**src/rtl/instr_timing_pkg.sv**
```systemverilog
package instr_timing_pkg;

    // widths of the counting datapath
    localparam int KIND_NUM = 6;
    localparam int COUNT_W = 4;
    localparam int COST_W = 2;
    localparam int TOTAL_W = 9;
    localparam int ADDR_W = 24;
    localparam int COND_W = 4;

    // the six cycle kinds, in the order they are executed
    typedef enum logic [2:0] {
        KIND_FETCH = 3'h0,
        KIND_BRANCH_ADDR = 3'h1,
        KIND_STACK = 3'h2,
        KIND_BYTE = 3'h3,
        KIND_WORD = 3'h4,
        KIND_INTERNAL = 3'h5,
        KIND_NONE = 3'h6
    } cycle_kind_e;

    typedef logic [KIND_NUM-1:0][COUNT_W-1:0] count_vec_t;
    typedef logic [KIND_NUM-1:0][COST_W-1:0] cost_vec_t;

    // decoded instruction classes handled by the timing block
    typedef enum logic [4:0] {
        CLS_ADD_B_IMM = 5'h00,
        CLS_ADD_B_REG = 5'h01,
        CLS_ADD_W_IMM = 5'h02,
        CLS_ADD_W_REG = 5'h03,
        CLS_ADD_L_IMM = 5'h04,
        CLS_ADD_L_REG = 5'h05,
        CLS_ADD_SMALL = 5'h06,
        CLS_ADDC_IMM = 5'h07,
        CLS_ADDC_REG = 5'h08,
        CLS_AND_B_IMM = 5'h09,
        CLS_AND_B_REG = 5'h0A,
        CLS_AND_W_IMM = 5'h0B,
        CLS_AND_W_REG = 5'h0C,
        CLS_AND_L_IMM = 5'h0D,
        CLS_AND_L_REG = 5'h0E,
        CLS_AND_CCR = 5'h0F,
        CLS_BIT_AND = 5'h10,
        CLS_BRANCH8 = 5'h11,
        CLS_BRANCH16 = 5'h12
    } instr_class_e;

    // operand form of the bit-and-into-carry instruction
    typedef enum logic [1:0] {
        OPD_REG = 2'h0,
        OPD_INDIRECT = 2'h1,
        OPD_ABS8 = 2'h2
    } operand_mode_e;

    // branch names, primary forms then the aliases
    typedef enum logic [4:0] {
        BR_ALWAYS = 5'h00, BR_NEVER = 5'h01, BR_HIGHER = 5'h02, BR_LOWER_SAME = 5'h03,
        BR_CARRY_CLEAR = 5'h04, BR_CARRY_SET = 5'h05, BR_NOT_EQUAL = 5'h06,
        BR_EQUAL = 5'h07, BR_OVF_CLEAR = 5'h08, BR_OVF_SET = 5'h09, BR_PLUS = 5'h0A,
        BR_MINUS = 5'h0B, BR_GREATER_EQ = 5'h0C, BR_LESS = 5'h0D, BR_GREATER = 5'h0E,
        BR_LESS_EQ = 5'h0F, BR_TRUE = 5'h10, BR_FALSE = 5'h11,
        BR_HIGHER_SAME = 5'h12, BR_LOWER = 5'h13
    } branch_name_e;

    // states per cycle
    localparam logic [COST_W-1:0] MEM_STATES = 2'h2;
    localparam logic [COST_W-1:0] RAM_BYTE_STATES = 2'h2;
    localparam logic [COST_W-1:0] PERIPH_FAST_STATES = 2'h2;
    localparam logic [COST_W-1:0] PERIPH_SLOW_STATES = 2'h3;
    localparam logic [COST_W-1:0] INTERNAL_STATES = 2'h1;

    // cycle counts per instruction class
    localparam logic [COUNT_W-1:0] FETCH_ONE = 4'h1;
    localparam logic [COUNT_W-1:0] FETCH_IMM16 = 4'h2;
    localparam logic [COUNT_W-1:0] FETCH_IMM32 = 4'h3;
    localparam logic [COUNT_W-1:0] FETCH_LONG_AND = 4'h2;
    localparam logic [COUNT_W-1:0] FETCH_BIT_MEM = 4'h2;
    localparam logic [COUNT_W-1:0] BYTE_BIT_MEM = 4'h1;
    localparam logic [COUNT_W-1:0] FETCH_BRANCH = 4'h2;
    localparam logic [COUNT_W-1:0] INTERNAL_BRANCH16 = 4'h2;

    // peripheral address decode: page, module field, slow module map
    localparam int PAGE_HI = 23;
    localparam int PAGE_LO = 8;
    localparam int MOD_HI = 7;
    localparam int MOD_LO = 4;
    localparam logic [15:0] PERIPH_PAGE = 16'hFFFF;
    localparam logic [15:0] PERIPH_SLOW_MAP = 16'h00F0;

endpackage

```
**src/rtl/cycle_count_if.sv**
```systemverilog
`timescale 1ns/1ps
// counts and costs handed to the summing unit, total handed back
interface cycle_count_if;
    import instr_timing_pkg::*;
    count_vec_t cnt;
    cost_vec_t cost;
    logic [TOTAL_W-1:0] total;
    modport calc (input cnt, input cost, output total);
    modport user (output cnt, output cost, input total);
endinterface

```
**src/rtl/instruction_state_count.sv**
```systemverilog
// Functional notes
// - total is sum of count times cost
// - fetch, branch read, stack: two states
// - byte access to on-chip RAM: two states
// - peripheral access two or three, per module
// - internal operation cycle is one state
// - long immediate add/and: three fetches
// - word immediate add/and: two fetches
// - simple add_small_constant, byte and, condition and: one fetch
// - bit-and-carry memory: two fetches, one byte
// - short branch: two fetches, taken or not
// - branch aliases decode as primary forms
// - long branch: two fetches, two internal
`timescale 1ns/1ps
module instruction_state_count (
    input logic clk_in,
    input logic rst_n_in,
    input logic instr_valid_in,
    input instr_timing_pkg::instr_class_e instr_class_in,
    input instr_timing_pkg::operand_mode_e operand_mode_in,
    input instr_timing_pkg::branch_name_e branch_name_in,
    input logic [instr_timing_pkg::ADDR_W-1:0] data_addr_in,
    output logic instr_ready_out,
    output instr_timing_pkg::count_vec_t cycle_counts_out,
    output logic [instr_timing_pkg::TOTAL_W-1:0] total_states_out,
    output logic [instr_timing_pkg::COND_W-1:0] cond_code_out,
    output instr_timing_pkg::cycle_kind_e cycle_kind_out,
    output logic cycle_start_out,
    output logic busy_out,
    output logic done_out
);
    import instr_timing_pkg::*;

    typedef enum logic [1:0] {
        ST_IDLE = 2'b00,
        ST_RUN = 2'b01,
        ST_DONE = 2'b10
    } seq_state_e;

    // first kind at or after a start index that has cycles left
    function automatic cycle_kind_e next_kind(input count_vec_t c, input logic [2:0] from);
        cycle_kind_e k;
        k = KIND_NONE;
        for (int i = KIND_NUM - 1; i >= 0; i--)
        begin
            if (i >= int'(from) && c[i] != '0)
            begin
                k = cycle_kind_e'(i[2:0]);
            end
        end
        return k;
    endfunction

    // alias names fold onto their primary condition codes
    function automatic logic [COND_W-1:0] branch_cond(input branch_name_e b);
        logic [COND_W-1:0] c;
        unique case (b)
            BR_TRUE: c = COND_W'(BR_ALWAYS);
            BR_FALSE: c = COND_W'(BR_NEVER);
            BR_HIGHER_SAME: c = COND_W'(BR_CARRY_CLEAR);
            BR_LOWER: c = COND_W'(BR_CARRY_SET);
            default: c = b[COND_W-1:0];
        endcase
        return c;
    endfunction

    seq_state_e state_q, state_d;
    cycle_kind_e kind_q, kind_d, nk;
    logic [COUNT_W-1:0] left_q, left_d;
    logic [COST_W-1:0] sub_q, sub_d;
    count_vec_t cnt_q, cnt_d, dec_cnt;
    cost_vec_t cost_q, cost_d, dec_cost;
    logic [TOTAL_W-1:0] total_q, total_d;
    logic [TOTAL_W-1:0] elapsed_q, elapsed_d;
    logic [COND_W-1:0] cond_q, cond_d;
    logic accept, periph, slow;
    logic [COST_W-1:0] data_cost;

    cycle_count_if cc ();

    // weighted sum of the freshly decoded instruction
    state_cost_sum u_sum (
        .cc(cc)
    );

    assign cc.cnt = dec_cnt;
    assign cc.cost = dec_cost;

    // new instruction only taken once the previous one has run out
    assign accept = (state_q == ST_IDLE) && instr_valid_in;

    // peripheral module decode picks two or three states per module
    assign periph = data_addr_in[PAGE_HI:PAGE_LO] == PERIPH_PAGE;
    assign slow = PERIPH_SLOW_MAP[data_addr_in[MOD_HI:MOD_LO]];
    assign data_cost = periph ? (slow ? PERIPH_SLOW_STATES : PERIPH_FAST_STATES)
                              : RAM_BYTE_STATES;

    // state cost of each cycle kind for this access location
    always_comb
    begin
        dec_cost = '0;
        dec_cost[KIND_FETCH] = MEM_STATES;
        dec_cost[KIND_BRANCH_ADDR] = MEM_STATES;
        dec_cost[KIND_STACK] = MEM_STATES;
        dec_cost[KIND_BYTE] = data_cost;
        dec_cost[KIND_WORD] = periph ? data_cost : MEM_STATES;
        dec_cost[KIND_INTERNAL] = INTERNAL_STATES;
    end

    // cycle counts of each instruction class
    always_comb
    begin
        dec_cnt = '0;
        unique case (instr_class_in)
            CLS_ADD_L_IMM, CLS_AND_L_IMM:
                dec_cnt[KIND_FETCH] = FETCH_IMM32;
            CLS_ADD_W_IMM, CLS_AND_W_IMM:
                dec_cnt[KIND_FETCH] = FETCH_IMM16;
            CLS_ADD_B_IMM, CLS_ADD_B_REG, CLS_ADD_W_REG, CLS_ADD_L_REG, CLS_ADD_SMALL,
            CLS_ADDC_IMM, CLS_ADDC_REG, CLS_AND_B_IMM, CLS_AND_B_REG, CLS_AND_W_REG,
            CLS_AND_CCR:
                dec_cnt[KIND_FETCH] = FETCH_ONE;
            CLS_AND_L_REG:
                dec_cnt[KIND_FETCH] = FETCH_LONG_AND;
            CLS_BIT_AND:
                if (operand_mode_in == OPD_REG)
                begin
                    dec_cnt[KIND_FETCH] = FETCH_ONE;
                end
                else
                begin
                    dec_cnt[KIND_FETCH] = FETCH_BIT_MEM;
                    dec_cnt[KIND_BYTE] = BYTE_BIT_MEM;
                end
            CLS_BRANCH8:
                dec_cnt[KIND_FETCH] = FETCH_BRANCH;
            CLS_BRANCH16:
            begin
                dec_cnt[KIND_FETCH] = FETCH_BRANCH;
                dec_cnt[KIND_INTERNAL] = INTERNAL_BRANCH16;
            end
            default:
                dec_cnt[KIND_FETCH] = FETCH_ONE;
        endcase
    end

    // sequencer: walks the kinds in order, one state per clock
    always_comb
    begin
        state_d = state_q;
        kind_d = kind_q;
        left_d = left_q;
        sub_d = sub_q;
        cnt_d = cnt_q;
        cost_d = cost_q;
        total_d = total_q;
        cond_d = cond_q;
        elapsed_d = elapsed_q;
        nk = KIND_NONE;
        unique case (state_q)
            ST_IDLE:
                if (accept)
                begin
                    nk = next_kind(dec_cnt, KIND_FETCH);
                    cnt_d = dec_cnt;
                    cost_d = dec_cost;
                    total_d = cc.total;
                    cond_d = branch_cond(branch_name_in);
                    kind_d = nk;
                    left_d = dec_cnt[nk];
                    sub_d = dec_cost[nk];
                    elapsed_d = '0;
                    state_d = ST_RUN;
                end
            ST_RUN:
            begin
                elapsed_d = elapsed_q + 1'b1;
                if (sub_q > 2'h1)
                begin
                    sub_d = sub_q - 1'b1;
                end
                else if (left_q > 4'h1)
                begin
                    left_d = left_q - 1'b1;
                    sub_d = cost_q[kind_q];
                end
                else
                begin
                    nk = next_kind(cnt_q, 3'(kind_q + 1'b1));
                    if (nk == KIND_NONE)
                    begin
                        state_d = ST_DONE;
                    end
                    else
                    begin
                        kind_d = nk;
                        left_d = cnt_q[nk];
                        sub_d = cost_q[nk];
                    end
                end
            end
            ST_DONE:
                state_d = ST_IDLE;
            default:
                state_d = ST_IDLE;
        endcase
    end

    // sequencer registers
    always_ff @(posedge clk_in or negedge rst_n_in)
    begin
        if (!rst_n_in)
        begin
            state_q <= ST_IDLE;
            kind_q <= KIND_NONE;
            left_q <= '0;
            sub_q <= '0;
            cnt_q <= '0;
            cost_q <= '0;
            total_q <= '0;
            cond_q <= '0;
            elapsed_q <= '0;
        end
        else
        begin
            state_q <= state_d;
            kind_q <= kind_d;
            left_q <= left_d;
            sub_q <= sub_d;
            cnt_q <= cnt_d;
            cost_q <= cost_d;
            total_q <= total_d;
            cond_q <= cond_d;
            elapsed_q <= elapsed_d;
        end
    end

    // outputs
    assign instr_ready_out = state_q == ST_IDLE;
    assign busy_out = state_q == ST_RUN;
    assign done_out = state_q == ST_DONE;
    assign cycle_kind_out = busy_out ? kind_q : KIND_NONE;
    assign cycle_start_out = busy_out && (sub_q == cost_q[kind_q]) && (sub_q != '0);
    assign cycle_counts_out = cnt_q;
    assign total_states_out = total_q;
    assign cond_code_out = cond_q;
endmodule

```
**src/rtl/state_cost_sum.sv**
```systemverilog
`timescale 1ns/1ps
module state_cost_sum (
    cycle_count_if.calc cc
);
    import instr_timing_pkg::*;

    // one weighted term: cycles of a kind times states per cycle
    function automatic logic [TOTAL_W-1:0] term(input logic [COUNT_W-1:0] n,
                                                input logic [COST_W-1:0] s);
        logic [TOTAL_W-1:0] p;
        p = TOTAL_W'(n) * TOTAL_W'(s);
        return p;
    endfunction

    // sum of the six weighted terms
    always_comb
    begin
        logic [TOTAL_W-1:0] acc;
        acc = '0;
        for (int i = 0; i < KIND_NUM; i++)
        begin
            acc = acc + term(cc.cnt[i], cc.cost[i]);
        end
        cc.total = acc;
    end

endmodule

```
**config.mk**
```make
export PLATFORM = sky130hd
export DESIGN_NAME = instruction_state_count
export DESIGN_NICKNAME = d
export VERILOG_FILES = /design/src/rtl/instr_timing_pkg.sv /design/src/rtl/cycle_count_if.sv /design/src/rtl/instruction_state_count.sv /design/src/rtl/state_cost_sum.sv
export SDC_FILE = /design/constraint.sdc
export NUM_CORES = 1
export LEC_CHECK = 0
export ABC_AREA = 1
export BUFFER_PORTS_ARGS = -buffer_cell sky130_fd_sc_hd__buf_4
export CAP_MARGIN = 20
export CORE_MARGIN = 1
export CORE_UTILIZATION = 52
export DETAILED_ROUTE_END_ITERATION = 12
export PLACE_DENSITY_LB_ADDON = 0.1
export SETUP_SLACK_MARGIN = 0.1
export SLEW_MARGIN = 20
export SYNTH_ARGS = -nofsm -noshare
export SYNTH_HDL_FRONTEND = slang
export SYNTH_SLANG_ARGS = --single-unit
export TNS_END_PERCENT = 100
```
**constraint.sdc**
```tcl
create_clock -name clk_in -period 2.5 [get_ports clk_in]
set_input_delay 0.375 -clock clk_in [delete_from_list [all_inputs] [get_ports clk_in]]
set_output_delay 0.375 -clock clk_in [all_outputs]
set_load 0.02 [all_outputs]
```
==> impl_metrics.csv <==
group,metric,value,unit
yosys,netlist_top_cells_area,"dfrtp_1, nand2_1, buf_4",
finish,drive_above_1_share,25.99,%
die,die_h,63.89,um
yosys,synth_seq_cells,26,
global_route,grt_antenna_before_repair,0,
yosys,synth_top_family_by_area,"simple AND/OR/NAND/NOR gates",
yosys,synth_cell_types,36,
flow_run,cap_violations,0,
yosys,seq_area_frac_synth,32.79,%
yosys,yosys.area_share.simple,36.18,%
clocking,cts_setup_buffers,0,
die,core,3661,um^2
yosys,synthAdderAreaFrac,5.402,%
clocking,hold_buffers,0,
setup_path,cp-end-kind,"flip-flop",
sta,tns,0,ns
die,start_util,54.41,%
route,drc,0,
clocking,cts_max_level,1,
route,drt_iter0_drc,42,
global_route,grt_overflow,0,
die,dieArea,4082,um^2
die,die_w,63.89,um
clocking,clock_path_buffers,2,
power_and_ir_drop,powerDensity,1149,nW/um^2
finish,syn_to_final_growth,20.48,%
global_route,top_usage_layer,"met2",
clocking,cts_sinks,26,
finish,final_cells,375,
placed_design,dp.cells,371,
clocking,cts_root_buf,"clkbuf_8",
setup_path,cp.required,2.70,ns
clocking,cts_buffers,3,
route,vias,1752,
placed_design,place_congestion,0.8126,
placed_design,portBuffers,52,
sta,max_freq,502.3,MHz
yosys,synth-compound-area-share,7.224,%
setup_path,crit_type,"in -> reg",
global_route,met3_usage,4.464,%
sta,finalMaxSlewViolations,0,
setup_path,worst-path-max-fanout,5,
setup_path,reg2reg_setup_slack,0.71,ns
global_route,grt_pass1_wl,7.120,mm
route,vias_per_cell,4.672,
placed_design,dp_hpwl,3.082,mm
clocking,cts_tree,"done",
sta,finalSetupViolCount,0,
route,wl_per_cell,10.63,um
route,wirelength,3.987,mm
worst_hold_path,hold_path_class,"in -> async",
die,fp-row-count,22,
yosys,synth_mux_area_share,0,%
global_route,grt_usage,21.82,%
global_route,grt_use_met2,38.16,%
clocking,worst_skew_pair.late_latency,0.27,ns
power_and_ir_drop,p_leak,1.321,nW
placed_design,placed_area,2328,um^2
finish,antenna_cells,0,
sta,finalHoldViolations,6,
clocking,cts_resized,0,
die,ios,83,
global_route,grt_max_degree,27,
yosys,synthesis.instances,275,
sta,post-route-period-util,79.64,%
yosys,synth-xor-area-share,1.759,%
yosys,synth_top_area_share,30.15,%
status,outcome,"finished, violations left",
setup_path,critPathLaunchType,"input pin",
power_and_ir_drop,ir_drop,0.5365,mV
sta,fin_hold_ws,-0.0006203,ns
route,dr.pass1.iters,4,
finish,nNetsFinal,375,
sta,timing.final.crit_period,1.991,ns
yosys,yosysTopAreaCell,"dfrtp_1",
sta,rsz0062_at_grt,"false",
yosys,avgSynthCellArea,7.243,um^2
global_route,grtUsageMet1,27.99,%
route,antenna_left,0,
yosys,syn_area,1992,um^2
yosys,yosysWarnings,0,
status,violations,"negative hold slack",
finish,final_cell_area,2400,um^2
global_route,grt_pass1_vias,1626,
clocking,clkTransAtPathRegs,0.09,ns
setup_path,cp_data_arrival_time,2.19,ns
sta,finClkSkew,0.002751,ns
-- registers in the layout (all words and copies together) (netlist names) --
name              cells
sub_q                 2
total_states_out      5
kind_q                3
cycle_counts_out      4
cost_q                2
left_q                4
state_q               2
cond_code_out         4
-- report_power, final --
group / switching (mW) / internal (mW)
clock network: 0.140 / 0.214
logic: 1.06 / 0.620
registers: 0.148 / 0.578
total: 1.34 / 1.41
-- critical path, stage by stage --
cell and delay (ns):
buf_4 0.13, nor2_1 0.13, o21ai_0 0.10, nor2_1 0.16
nor2_1 0.09, nand2_1 0.14, ha_1 0.25, ha_1 0.20
inv_1 0.07, fa_1 0.39, o21ai_0 0.16
-- per-layer routing --
layer,wire (um),vias up,share of wire (%)
li1,-,921,-
met1,1873,789,47
met2,1943,38,49
met3,133,4,3.3
met4,37,0,0.93
met5,0,-,0
-- cells by family (layout without fill, tap and decap cells) --
logic type      after synthesis  in the layout
fa+ha+maj                     8              8
flops                        26             26
other cells                   1             24
simple gates                149            149
xor+xnor                      4              4
compound gates               26             26
buf+inv                      61             90
-- cell usage in the layout, fill, tap and decap left out --
cell,synthesis,routed
nor2_1,20,20
a21oi_2,2,2
dfstp_2,2,2
xnor2_1,1,1
nor3b_1,1,1
conb_1,1,24
or2_2,1,1
o211ai_1,1,1
xor2_1,3,3
nor3_4,1,1
nor2_8,1,1
nand2_2,6,6
nor4_1,1,1
nand3_2,2,2
inv_2,3,3
nand3_4,1,1
dfrtp_1,24,24
fa_1,1,1
nor2_4,1,1
or2_4,1,1
o21ai_0,10,10
a31oi_1,1,1
clkbuf_8,0,3
nand2_1,82,82
a22oi_1,1,1
ha_1,7,7
inv_1,31,31
bufinv_16,0,1
nand3_1,18,18
a21oi_1,5,5
nand2_4,3,3
nand4_1,5,5
o21ai_1,6,6
buf_4,24,52
nor2_2,5,5
-- path summary, 6_finish.rpt --
kind | startpoint | endpoint | depth (start not counted)
max | instr_class_in[1] | total_states_out[2]$_DFFE_PN0P_ | 11
min | rst_n_in | state_q[0]$_DFFE_PN0P_ | 1
max reg2reg | kind_q[1]$_DFFE_PN1P_ | left_q[2]$_DFFE_PN0P_ | 11
min reg2reg | left_q[1]$_DFFE_PN0P_ | left_q[1]$_DFFE_PN0P_ | 2
max in group asynchronous | rst_n_in | kind_q[2]$_DFFE_PN1P_ | 1
min in group clk_in | branch_name_in[0] | cond_code_out[0]$_DFFE_PN0P_ | 3
-- metrics by stage --
step	utilization, %	total power, mW	setup slack [ns]
2_1_floorplan	-	2.004	0.5467
3_3_place_gp	63.60	2.379	0.2696
3_5_place_dp	63.60	2.408	0.2214
4_1_cts	65.55	2.781	0.5155
5_1_grt	65.55	3.001	0.4006
6_report	65.55	2.756	0.5091
-- synthesized netlist by cell type (all sizes together) --
| cell type | n |
|---|---|
| or2 | 2 |
| o211ai | 1 |
| a22oi | 1 |
| nand3 | 21 |
| a21oi | 7 |
| a31oi | 1 |
| nand4 | 5 |
| conb | 1 |
| dfrtp | 24 |
| nor4 | 1 |
| nor2 | 27 |
| fa | 1 |
| xnor2 | 1 |
| nand2 | 91 |
| nor3b | 1 |
| dfstp | 2 |
| xor2 | 3 |
| nor3 | 1 |
| o21ai | 16 |
| clkbuf | 1 |
| inv | 34 |
| buf | 26 |
| ha | 7 |
-- layout make-up --
class                      instances  area [um^2]
clock inverter                     1        30.03
multi-input combinational        211         1097
timing repair buffer              52        390.4
sequential                        26        653.1
fill                             370         1261
clock buffer                       3        41.29
inverter                          34        127.6
tap                               48        60.06
Note: power is estimated with default switching activity, not from simulation.
